**src/inc/cdt_pkg.sv**
```systemverilog
// opcodes, cycle counts, reset values and types of the cpu tail decoder
// assumes one 100 MHz clock and a byte-wide memory read in the same cycle
package cdt_pkg;

    // opcodes of the single-form instructions
    localparam logic [7:0] OP_SOFTWARE_TRAP = 8'h83; // software_trap_op
    localparam logic [7:0] OP_ACC_TO_INDEX = 8'h97; // acc_to_index_op
    localparam logic [7:0] OP_INDEX_TO_ACC = 8'h9F; // index_to_acc_op
    localparam logic [7:0] OP_WAIT = 8'h8F;
    // low nibble picks the sub or check family, high nibble picks the mode; high nibble 0 is bit branch
    localparam logic [3:0] SUB_LOW_NIBBLE = 4'h0;
    localparam logic [3:0] CHECK_LOW_NIBBLE = 4'hD; // zero_negative_check_op
    localparam logic [3:0] BIT_BRANCH_HIGH = 4'h0;

    // reset values and fixed addresses
    localparam logic [15:0] RESET_PC = 16'h0100;
    localparam logic [7:0] SP_RESET = 8'hFF;
    localparam logic [15:0] TRAP_VECTOR = 16'hFFFC;
    localparam logic [7:0] STACK_PAGE = 8'h00;
    localparam logic [2:0] CCR_PAD = 3'h7;
    localparam logic [2:0] LAST_PUSH = 3'h4;

    // instruction lengths in clock cycles
    localparam logic [3:0] CYC_SUB_LIT = 4'h2;
    localparam logic [3:0] CYC_SUB_DIR = 4'h3;
    localparam logic [3:0] CYC_SUB_FULL = 4'h4;
    localparam logic [3:0] CYC_SUB_IXL = 4'h5;
    localparam logic [3:0] CYC_SUB_IXS = 4'h4;
    localparam logic [3:0] CYC_SUB_IXP = 4'h3;
    localparam logic [3:0] CYC_TRAP = 4'hA;
    localparam logic [3:0] CYC_XFER = 4'h2;
    localparam logic [3:0] CYC_CHK_DIR = 4'h4;
    localparam logic [3:0] CYC_CHK_REG = 4'h3;
    localparam logic [3:0] CYC_CHK_IXS = 4'h5;
    localparam logic [3:0] CYC_CHK_IXP = 4'h4;
    localparam logic [3:0] CYC_BIT_BRANCH = 4'h5;
    localparam logic [3:0] CYC_WAIT = 4'h2;
    localparam logic [3:0] CYC_OTHER = 4'h2;

    typedef enum logic [2:0] {
        MODE_NONE, MODE_LIT, MODE_DIR, MODE_FULL, MODE_IXL, MODE_IXS,
        MODE_IXP
    } cdt_mode_type;

    typedef enum logic [2:0] {
        KIND_OTHER, KIND_SUB, KIND_CHECK, KIND_TAX, KIND_TXA, KIND_TRAP,
        KIND_WAIT, KIND_BRBIT
    } cdt_kind_type;

    typedef enum logic [3:0] {
        ST_FETCH, ST_OPR1, ST_OPR2, ST_DATA, ST_EXEC, ST_PUSH, ST_VECH,
        ST_VECL, ST_WAIT, ST_PAD
    } cdt_state_type;

    // condition_flags, kept without the three pad bits
    typedef struct packed {
        logic h;
        logic i;
        logic n;
        logic z;
        logic c;
    } cdt_flags_type;

    typedef struct packed {
        cdt_state_type st;
        logic [3:0] cnt;
        logic [7:0] op;
        cdt_kind_type kind;
        cdt_mode_type mode;
        logic [15:0] pc;
        logic [7:0] sp;
        logic [7:0] acc;
        logic [7:0] idx;
        cdt_flags_type flags;
        logic [7:0] b1;
        logic [15:0] ea;
        logic [2:0] push_n;
    } cdt_core_type;

endpackage

```
**src/rtl/cdt_sub_unit.sv**
```systemverilog
// subtractor giving the result and the n, z, c flags
// assumes purely combinational use by the decoder core
`timescale 1ns/1ps
`default_nettype none

module cdt_sub_unit #(
    parameter int WIDTH = 8
) (
    input wire logic [WIDTH-1:0] minuend,
    input wire logic [WIDTH-1:0] subtrahend,
    output logic [WIDTH-1:0] diff,
    output logic neg,
    output logic zero,
    output logic borrow
);

    logic [WIDTH:0] wide;

    // extra top bit carries the borrow out
    always_comb begin
        wide = {1'b0, minuend} - {1'b0, subtrahend};
        diff = wide[WIDTH-1:0];
        neg = wide[WIDTH-1];
        zero = (wide[WIDTH-1:0] == '0);
        borrow = wide[WIDTH];
    end

endmodule

`default_nettype wire

```
**src/rtl/cdt_core.sv**
```systemverilog
// decoder and sequencer for the last group of the 8-bit cpu instructions
// assumes memory answers mem_rdata in the same cycle as mem_rd
// Notes on behaviour
// [RULE_01] subtract memory from accumulator, six modes, n z c
// [RULE_02] trap pushes five bytes, sets mask, loads vector
// [RULE_03] accumulator copied to index, flags untouched
// [RULE_04] check operand minus zero, store nothing
// [RULE_05] index copied to accumulator, flags untouched
// [RULE_06] short indexed adds one offset byte to index
// [RULE_07] long indexed adds two-byte offset, high first
// [RULE_08] full address fetched as two bytes, high first
// [RULE_09] plain indexed uses index, no operand bytes
// [RULE_10] bit branch fetches address then offset byte
// [RULE_11] zero to two operand bytes per instruction
// [RULE_12] wait clears mask, halts until interrupt or reset
`timescale 1ns/1ps
`default_nettype none

module cdt_core #(
    parameter logic [15:0] START_PC = cdt_pkg::RESET_PC,
    parameter logic [15:0] TRAP_VEC = cdt_pkg::TRAP_VECTOR
) (
    input wire logic clk,
    input wire logic rstn,
    input wire logic irq_req,
    input wire logic [7:0] mem_rdata,
    output logic [15:0] mem_addr,
    output logic mem_rd,
    output logic mem_wr,
    output logic [7:0] mem_wdata,
    output logic halted,
    output logic [7:0] acc_out,
    output logic [7:0] idx_out,
    output logic [7:0] flags_out,
    output logic [15:0] pc_out
);

    localparam cdt_pkg::cdt_core_type CORE_RESET = '{
        st: cdt_pkg::ST_FETCH, cnt: 4'h0, op: 8'h00,
        kind: cdt_pkg::KIND_OTHER, mode: cdt_pkg::MODE_NONE,
        pc: cdt_pkg::RESET_PC, sp: cdt_pkg::SP_RESET, acc: 8'h00,
        idx: 8'h00, flags: 5'h08, b1: 8'h00, ea: 16'h0000, push_n: 3'h0
    };

    cdt_pkg::cdt_core_type core_q;
    cdt_pkg::cdt_core_type core_d;
    logic [7:0] alu_a;
    logic [7:0] alu_b;
    logic [7:0] alu_res;
    logic alu_n;
    logic alu_z;
    logic alu_c;
    logic finish_now;
    logic bit_val;
    logic taken;

    ////////////////////////////////////////////////////////////////////////
    // decode helpers

    // family of an opcode
    function automatic cdt_pkg::cdt_kind_type op_kind(input logic [7:0] op);
        if (op == cdt_pkg::OP_SOFTWARE_TRAP) return cdt_pkg::KIND_TRAP;
        if (op == cdt_pkg::OP_ACC_TO_INDEX) return cdt_pkg::KIND_TAX;
        if (op == cdt_pkg::OP_INDEX_TO_ACC) return cdt_pkg::KIND_TXA;
        if (op == cdt_pkg::OP_WAIT) return cdt_pkg::KIND_WAIT;
        if (op[3:0] == cdt_pkg::SUB_LOW_NIBBLE && op[7:4] >= 4'hA)
            return cdt_pkg::KIND_SUB;
        if (op[3:0] == cdt_pkg::CHECK_LOW_NIBBLE && op[7:4] >= 4'h3 &&
            op[7:4] <= 4'h7)
            return cdt_pkg::KIND_CHECK;
        if (op[7:4] == cdt_pkg::BIT_BRANCH_HIGH) return cdt_pkg::KIND_BRBIT;
        return cdt_pkg::KIND_OTHER;
    endfunction

    // addressing mode, which fixes the operand byte count
    function automatic cdt_pkg::cdt_mode_type op_mode(input logic [7:0] op);
        cdt_pkg::cdt_kind_type k;
        k = op_kind(op);
        if (k == cdt_pkg::KIND_SUB) begin
            case (op[7:4])
                4'hA: return cdt_pkg::MODE_LIT;
                4'hB: return cdt_pkg::MODE_DIR;
                4'hC: return cdt_pkg::MODE_FULL;
                4'hD: return cdt_pkg::MODE_IXL;
                4'hE: return cdt_pkg::MODE_IXS;
                default: return cdt_pkg::MODE_IXP;
            endcase
        end
        if (k == cdt_pkg::KIND_CHECK) begin
            case (op[7:4])
                4'h3: return cdt_pkg::MODE_DIR;
                4'h6: return cdt_pkg::MODE_IXS;
                4'h7: return cdt_pkg::MODE_IXP;
                default: return cdt_pkg::MODE_NONE;
            endcase
        end
        if (k == cdt_pkg::KIND_BRBIT) return cdt_pkg::MODE_DIR;
        return cdt_pkg::MODE_NONE;
    endfunction

    // total cycles the instruction occupies
    function automatic logic [3:0] op_cycles(input logic [7:0] op);
        case (op_kind(op))
            cdt_pkg::KIND_SUB: begin
                case (op_mode(op))
                    cdt_pkg::MODE_LIT: return cdt_pkg::CYC_SUB_LIT;
                    cdt_pkg::MODE_DIR: return cdt_pkg::CYC_SUB_DIR;
                    cdt_pkg::MODE_FULL: return cdt_pkg::CYC_SUB_FULL;
                    cdt_pkg::MODE_IXL: return cdt_pkg::CYC_SUB_IXL;
                    cdt_pkg::MODE_IXS: return cdt_pkg::CYC_SUB_IXS;
                    default: return cdt_pkg::CYC_SUB_IXP;
                endcase
            end
            cdt_pkg::KIND_CHECK: begin
                case (op_mode(op))
                    cdt_pkg::MODE_DIR: return cdt_pkg::CYC_CHK_DIR;
                    cdt_pkg::MODE_IXS: return cdt_pkg::CYC_CHK_IXS;
                    cdt_pkg::MODE_IXP: return cdt_pkg::CYC_CHK_IXP;
                    default: return cdt_pkg::CYC_CHK_REG;
                endcase
            end
            cdt_pkg::KIND_TRAP: return cdt_pkg::CYC_TRAP;
            cdt_pkg::KIND_TAX: return cdt_pkg::CYC_XFER;
            cdt_pkg::KIND_TXA: return cdt_pkg::CYC_XFER;
            cdt_pkg::KIND_WAIT: return cdt_pkg::CYC_WAIT;
            cdt_pkg::KIND_BRBIT: return cdt_pkg::CYC_BIT_BRANCH;
            default: return cdt_pkg::CYC_OTHER;
        endcase
    endfunction

    ////////////////////////////////////////////////////////////////////////
    // subtractor operands: the check family subtracts zero
    always_comb begin
        alu_b = (core_q.kind == cdt_pkg::KIND_SUB) ? mem_rdata : 8'h00;
        if (core_q.kind == cdt_pkg::KIND_SUB)
            alu_a = core_q.acc;
        else if (core_q.st == cdt_pkg::ST_EXEC)
            alu_a = core_q.op[4] ? core_q.idx : core_q.acc;
        else
            alu_a = mem_rdata;
    end

    cdt_sub_unit #(
        .WIDTH(8)
    ) u_sub (
        .minuend(alu_a),
        .subtrahend(alu_b),
        .diff(alu_res),
        .neg(alu_n),
        .zero(alu_z),
        .borrow(alu_c)
    );

    // bit test of the direct operand; even opcodes branch on set
    assign bit_val = mem_rdata[core_q.op[3:1]];
    assign taken = core_q.op[0] ? !bit_val : bit_val;
    // last cycle of the instruction's documented length
    assign finish_now = (core_q.cnt >= op_cycles(core_q.op) - 4'h1);

    ////////////////////////////////////////////////////////////////////////
    // sequencer: one bus access per cycle
    always_comb begin
        core_d = core_q;
        mem_addr = core_q.pc;
        mem_rd = 1'b0;
        mem_wr = 1'b0;
        mem_wdata = 8'h00;
        core_d.cnt = core_q.cnt + 4'h1;
        case (core_q.st)
            cdt_pkg::ST_FETCH: begin
                mem_rd = 1'b1;
                core_d.op = mem_rdata;
                core_d.kind = op_kind(mem_rdata);
                core_d.mode = op_mode(mem_rdata);
                core_d.pc = core_q.pc + 16'h0001;
                core_d.cnt = 4'h1;
                core_d.push_n = 3'h0;
                // operand byte count follows the mode [RULE_11]
                case (op_kind(mem_rdata))
                    cdt_pkg::KIND_SUB, cdt_pkg::KIND_CHECK,
                    cdt_pkg::KIND_BRBIT: begin
                        if (op_mode(mem_rdata) == cdt_pkg::MODE_IXP) begin
                            core_d.ea = {8'h00, core_q.idx}; // [RULE_09]
                            core_d.st = cdt_pkg::ST_DATA;
                        end else if (op_mode(mem_rdata) == cdt_pkg::MODE_NONE)
                            core_d.st = cdt_pkg::ST_EXEC;
                        else
                            core_d.st = cdt_pkg::ST_OPR1;
                    end
                    cdt_pkg::KIND_TAX, cdt_pkg::KIND_TXA:
                        core_d.st = cdt_pkg::ST_EXEC;
                    cdt_pkg::KIND_TRAP: core_d.st = cdt_pkg::ST_PUSH;
                    cdt_pkg::KIND_WAIT: begin
                        core_d.flags.i = 1'b0; // [RULE_12]
                        core_d.st = cdt_pkg::ST_WAIT;
                    end
                    default: core_d.st = cdt_pkg::ST_PAD;
                endcase
            end
            cdt_pkg::ST_OPR1: begin
                mem_rd = 1'b1;
                core_d.pc = core_q.pc + 16'h0001;
                core_d.b1 = mem_rdata;
                core_d.st = cdt_pkg::ST_DATA;
                case (core_q.mode)
                    cdt_pkg::MODE_LIT: begin
                        core_d.acc = alu_res; // [RULE_01]
                        core_d.flags.n = alu_n;
                        core_d.flags.z = alu_z;
                        core_d.flags.c = alu_c;
                        core_d.st = finish_now ? cdt_pkg::ST_FETCH :
                            cdt_pkg::ST_PAD;
                    end
                    cdt_pkg::MODE_DIR: begin
                        core_d.ea = {8'h00, mem_rdata};
                        if (core_q.kind == cdt_pkg::KIND_BRBIT)
                            core_d.st = cdt_pkg::ST_OPR2; // [RULE_10]
                    end
                    cdt_pkg::MODE_IXS:
                        core_d.ea = {8'h00, core_q.idx} +
                            {8'h00, mem_rdata}; // [RULE_06]
                    default: core_d.st = cdt_pkg::ST_OPR2;
                endcase
            end
            cdt_pkg::ST_OPR2: begin
                mem_rd = 1'b1;
                core_d.pc = core_q.pc + 16'h0001;
                core_d.st = cdt_pkg::ST_DATA;
                case (core_q.mode)
                    cdt_pkg::MODE_FULL:
                        core_d.ea = {core_q.b1, mem_rdata}; // [RULE_08]
                    cdt_pkg::MODE_IXL:
                        core_d.ea = {core_q.b1, mem_rdata} +
                            {8'h00, core_q.idx}; // [RULE_07]
                    default: core_d.b1 = mem_rdata; // branch offset [RULE_10]
                endcase
            end
            cdt_pkg::ST_DATA: begin
                mem_rd = 1'b1;
                mem_addr = core_q.ea;
                core_d.st = finish_now ? cdt_pkg::ST_FETCH : cdt_pkg::ST_PAD;
                case (core_q.kind)
                    cdt_pkg::KIND_SUB: begin
                        core_d.acc = alu_res; // [RULE_01]
                        core_d.flags.n = alu_n;
                        core_d.flags.z = alu_z;
                        core_d.flags.c = alu_c;
                    end
                    cdt_pkg::KIND_CHECK: begin
                        core_d.flags.n = alu_n; // [RULE_04]
                        core_d.flags.z = alu_z;
                    end
                    default: begin
                        core_d.flags.c = bit_val;
                        if (taken)
                            core_d.pc = core_q.pc +
                                {{8{core_q.b1[7]}}, core_q.b1}; // [RULE_10]
                    end
                endcase
            end
            cdt_pkg::ST_EXEC: begin
                core_d.st = finish_now ? cdt_pkg::ST_FETCH : cdt_pkg::ST_PAD;
                case (core_q.kind)
                    cdt_pkg::KIND_TAX: core_d.idx = core_q.acc; // [RULE_03]
                    cdt_pkg::KIND_TXA: core_d.acc = core_q.idx; // [RULE_05]
                    default: begin
                        core_d.flags.n = alu_n; // [RULE_04]
                        core_d.flags.z = alu_z;
                    end
                endcase
            end
            cdt_pkg::ST_PUSH: begin
                mem_wr = 1'b1;
                mem_addr = {cdt_pkg::STACK_PAGE, core_q.sp};
                // low pc, high pc, index, accumulator, flags [RULE_02]
                case (core_q.push_n)
                    3'h0: mem_wdata = core_q.pc[7:0];
                    3'h1: mem_wdata = core_q.pc[15:8];
                    3'h2: mem_wdata = core_q.idx;
                    3'h3: mem_wdata = core_q.acc;
                    default: mem_wdata = {cdt_pkg::CCR_PAD, core_q.flags};
                endcase
                core_d.sp = core_q.sp - 8'h01;
                core_d.push_n = core_q.push_n + 3'h1;
                if (core_q.push_n == cdt_pkg::LAST_PUSH)
                    core_d.st = cdt_pkg::ST_VECH;
            end
            cdt_pkg::ST_VECH: begin
                mem_rd = 1'b1;
                mem_addr = TRAP_VEC;
                core_d.flags.i = 1'b1; // [RULE_02]
                core_d.pc = {mem_rdata, core_q.pc[7:0]};
                core_d.st = cdt_pkg::ST_VECL;
            end
            cdt_pkg::ST_VECL: begin
                mem_rd = 1'b1;
                mem_addr = TRAP_VEC + 16'h0001;
                core_d.pc = {core_q.pc[15:8], mem_rdata};
                core_d.st = finish_now ? cdt_pkg::ST_FETCH : cdt_pkg::ST_PAD;
            end
            cdt_pkg::ST_WAIT: begin
                // core frozen; an interrupt request or reset wakes it [RULE_12]
                core_d.cnt = core_q.cnt;
                if (irq_req)
                    core_d.st = cdt_pkg::ST_FETCH;
            end
            cdt_pkg::ST_PAD: begin
                if (finish_now)
                    core_d.st = cdt_pkg::ST_FETCH;
            end
            default: core_d.st = cdt_pkg::ST_FETCH;
        endcase
    end

    // state register
    always_ff @(posedge clk or negedge rstn) begin
        if (!rstn) begin
            core_q <= CORE_RESET;
        end else begin
            core_q <= core_d;
        end
    end

    // visible core state
    assign halted = (core_q.st == cdt_pkg::ST_WAIT);
    assign acc_out = core_q.acc;
    assign idx_out = core_q.idx;
    assign flags_out = {cdt_pkg::CCR_PAD, core_q.flags};
    assign pc_out = core_q.pc;

    logic at_fetch;
    assign at_fetch = (core_q.st == cdt_pkg::ST_FETCH);
endmodule

`default_nettype wire

```
**config.mk**
```make
export PLATFORM = sky130hd
export DESIGN_NAME = cdt_core
export DESIGN_NICKNAME = d
export VERILOG_FILES = /design/src/inc/cdt_pkg.sv /design/src/rtl/cdt_sub_unit.sv /design/src/rtl/cdt_core.sv
export SDC_FILE = /design/constraint.sdc
export NUM_CORES = 1
export LEC_CHECK = 0
export CORE_MARGIN = 5
export CORE_UTILIZATION = 60
export DETAILED_ROUTE_END_ITERATION = 16
export DONT_BUFFER_PORTS = 1
export PLACE_DENSITY = 0.85
export SLEW_MARGIN = 0
export SYNTH_ARGS = -nofsm -noshare
export SYNTH_HDL_FRONTEND = slang
export SYNTH_SLANG_ARGS = --single-unit
```
**constraint.sdc**
```tcl
create_clock -name clk -period 4.5 [get_ports clk]
set_input_delay 0.45 -clock clk [delete_from_list [all_inputs] [get_ports clk]]
set_output_delay 0.45 -clock clk [all_outputs]
set_load 0.01 [all_outputs]
```
==> impl_metrics.py <==
metrics = {
    "outcome": {
        "status": "completed",
    },
    "floorplan": {
        "die_area_mm2": 0.0149,
        "die-width_um": 122,
        "ios": 78,
        "rows": 41,
        "start_util": 0.604,
        "die_h_um": 122,
        "core_area_mm2": 0.0125,
    },
    "critical_path": {
        "cp.arrival_ns": 4.04,
        "worstSetupPathType": "register to register",
        "crit_path_max_incr_delay_ns": 0.71,
        "critPathMostFrequentCell": "nor2_1",
        "crit_path_cell_trace": "nor2_1 -> nand2_1 -> nor2_1 -> nor2_1 -> o21ai_0 -> ha_1 -> fa_1 -> nand2b_1 -> a21boi_0 -> o21ai_0 -> a21oi_1 -> xnor2_1 -> mux2_2 -> mux2_2",
        "worstSetupStartpointType": "register",
        "slowest_stage": "dfrtp_1",
        "cp_max_fo": 17,
        "end_kind": "register",
        "required_ns": 4.73,
    },
    "final_layout": {
        "fin_nets": 881,
        "final_cell_mix": "122 x nand2_1, 83 x dfrtp_1, 74 x nor2_1, 64 x a21oi_1, 58 x o21ai_0",
        "seq_area_mm2": 0.00234,
        "n_antenna_cell": 0,
        "final_common_cell": "nand2_1",
        "stdcell_count": 1001,
        "final_layout_size_suffix_gt1_frac": 0.0953,
        "layout-area-overhead-vs-synth_pct": 0.948,
        "multi_input_area_mm2": 0.00457,
        "fillers": 1036,
    },
    "global_routing": {
        "antenna_found_initial": 0,
        "first_global_vias": 6465,
        "grt_pass1_wl_um": 34100,
        "grtUsageTotal": 0.293,
        "grt.overflow.total": 0,
        "grt_start_max_net_pins": 94,
    },
    "sta": {
        "setup_violations": 0,
        "hold_viol_final": 0,
        "rsz0062_at_grt": "false",
        "min_period_ns": 3.81,
        "slew_headroom": 0.395,
        "fin_crit_sh": 0.846,
        "slew_violations": 0,
        "worst_pin_slew_ns": 0.900,
        "setup_tns_ns": 0,
        "fmax_mhz": 263,
        "finClkSkew_ns": 0.00808,
    },
    "logic_synthesis": {
        "synth.largest_area_cell": "dfrtp_1",
        "synth_seq_cells": 93,
        "synth_edf_count": 0,
        "syn_area_mm2": 0.00753,
        "yosys_warnings": 0,
        "async_reset_ff_frac": 1.00,
        "avgSynthCellArea_um2": 8.47,
        "synthesis.instances": 889,
        "yosysTopAreaCellShare": 0.276,
        "synth.area.top_cells": "dfrtp_1 28%, ha_1 7.1%, nand2_1 6.1%",
        "ys_seq_area_frac": 0.311,
        "ys_types": 76,
        "ys.flop_type": "dfrtp_1",
    },
    "clock_tree": {
        "clock-root-buffer": "clkbuf_16",
        "cts_buffers": 9,
        "clockBufferDepth": 2,
        "hold_buffers": 1,
        "clock-sinks": 93,
        "cts_setup_buffers": 0,
        "htree_num_levels": 3,
        "insertion_delay_ns": 0.35,
        "cts_resized": 0,
        "clkTransAtPathRegs_ns": 0.07,
        "cts_tree": "built",
    },
    "worst_hold_path": {
        "min_path_type": "input port to asynchronous set/reset pin",
    },
    "place": {
        "place.gp.congestion": 0.976,
        "io_buffers": 0,
        "dp.cells": 984,
        "dp_hpwl_um": 15300,
    },
    "detailed_routing": {
        "postRouteAntennaNets": 0,
        "first_pass_iters": 6,
        "wirelength_um": 21500,
        "drt-initial-drc-count": 667,
        "drcViolationCount": 0,
        "wl_per_cell_um": 21.5,
        "via_count": 6700,
        "post_drt_via_cell_ratio": 6.69,
    },
    "power": {
        "p_total_w": 0.00494,
        "vdd_drop_max_mv": 0.443,
        "power.density_mw_per_mm2": 650,
        "p_leak_nw": 3.20,
    },
    "flow_run": {
        "cap_violations": 0,
    },
}
stage by stage:
stage                     worst slack, ns  utilization  hold slack (ns)  cell area [µm²]
after floorplan                      1.08            -            0.154             7530
after global placement              0.875        0.584            0.157             7280
after detailed placement            0.758        0.584            0.159             7280
after CTS                           0.743        0.609           0.0416             7600
after global routing                0.386        0.609           0.0573             7600
final                               0.691        0.609           0.0104             7600
power by group:
| group | leakage (nW) | internal (W) | total (W) | switching, W |
|---|---|---|---|---|
| combinational | 1.90 | 0.00101 | 0.00238 | 0.00137 |
| clock | 0.143 | 0.000445 | 0.000777 | 0.000332 |
| sequential | 1.16 | 0.00119 | 0.00178 | 0.000591 |
critical path, delay by kind of cell (launching register included):
family | cells | cell delay, ns
AND/OR/NAND/NOR | 5 | 0.98
AO/OA/AOI/OAI | 4 | 0.75
flip-flops | 1 | 0.71
adder cells (fa/ha/maj) | 2 | 0.64
multiplexers | 2 | 0.51
XOR/XNOR | 1 | 0.11
final cells by class:
cell class / count / area share
Inverter: 25 / 0.0124
Sequential cell: 93 / 0.308
Tap cell: 172 / 0.0283
Clock buffer: 12 / 0.0324
Timing Repair Buffer: 9 / 0.0115
Multi-Input combinational cell: 686 / 0.601
Clock inverter: 4 / 0.00626
per-layer routing:
| metal | up-vias | part of all wire | track usage | wire [µm] |
|---|---|---|---|---|
| met5 | - | 0 | 0 | 0 |
| met4 | 0 | 0.054 | 0.158 | 1170 |
| met3 | 92 | 0.12 | 0.0840 | 2640 |
| met2 | 423 | 0.43 | 0.445 | 9340 |
| met1 | 3096 | 0.39 | 0.378 | 8400 |
| li1 | 3089 | - | - | - |
synthesized netlist by cell type (13+ instances only):
library cell,count
a21oi_1,64
buf_4,40
clkbuf_1,28
dfrtp_1,83
ha_1,43
inv_1,24
mux2_2,27
nand2_1,122
nand3_1,19
nor2_1,74
nor3_1,13
o21ai_0,58
o31ai_1,14
xnor2_1,25
xor2_1,15
path summary, 6_finish.rpt:
path / from / endpoint / slack [ns] / cells after the start
min in group clk: mem_rdata[4] / core_q[72] / 0.20 / 1
max in group asynchronous: rstn / flags_out[3] / 4.08 / 1
hold reg to reg: core_q[50] / core_q[50] / 0.48 / 2
setup / recovery: core_q[93] / acc_out[6] / 0.69 / 14
hold / removal: rstn / pc_out[5] / 0.01 / 1
setup reg to reg: core_q[93] / acc_out[6] / 0.69 / 14
sequential cells by signal, indices dropped and copies added (netlist names):
signal	cells
core_q	57
flags_out	4
idx_out	8
pc_out	16
acc_out	8
cells by family after synthesis:
logic type	synth area share
muxes	0.0542
buffers and inverters	0.0841
DFF	0.311
and+or+nand+nor	0.187
xor gates and xnor gates	0.0466
AOI/OAI and AO/OA	0.236
adders and majority gates	0.0808
other	0.000998
No activity file was read; power rests on OpenSTA's default activity.
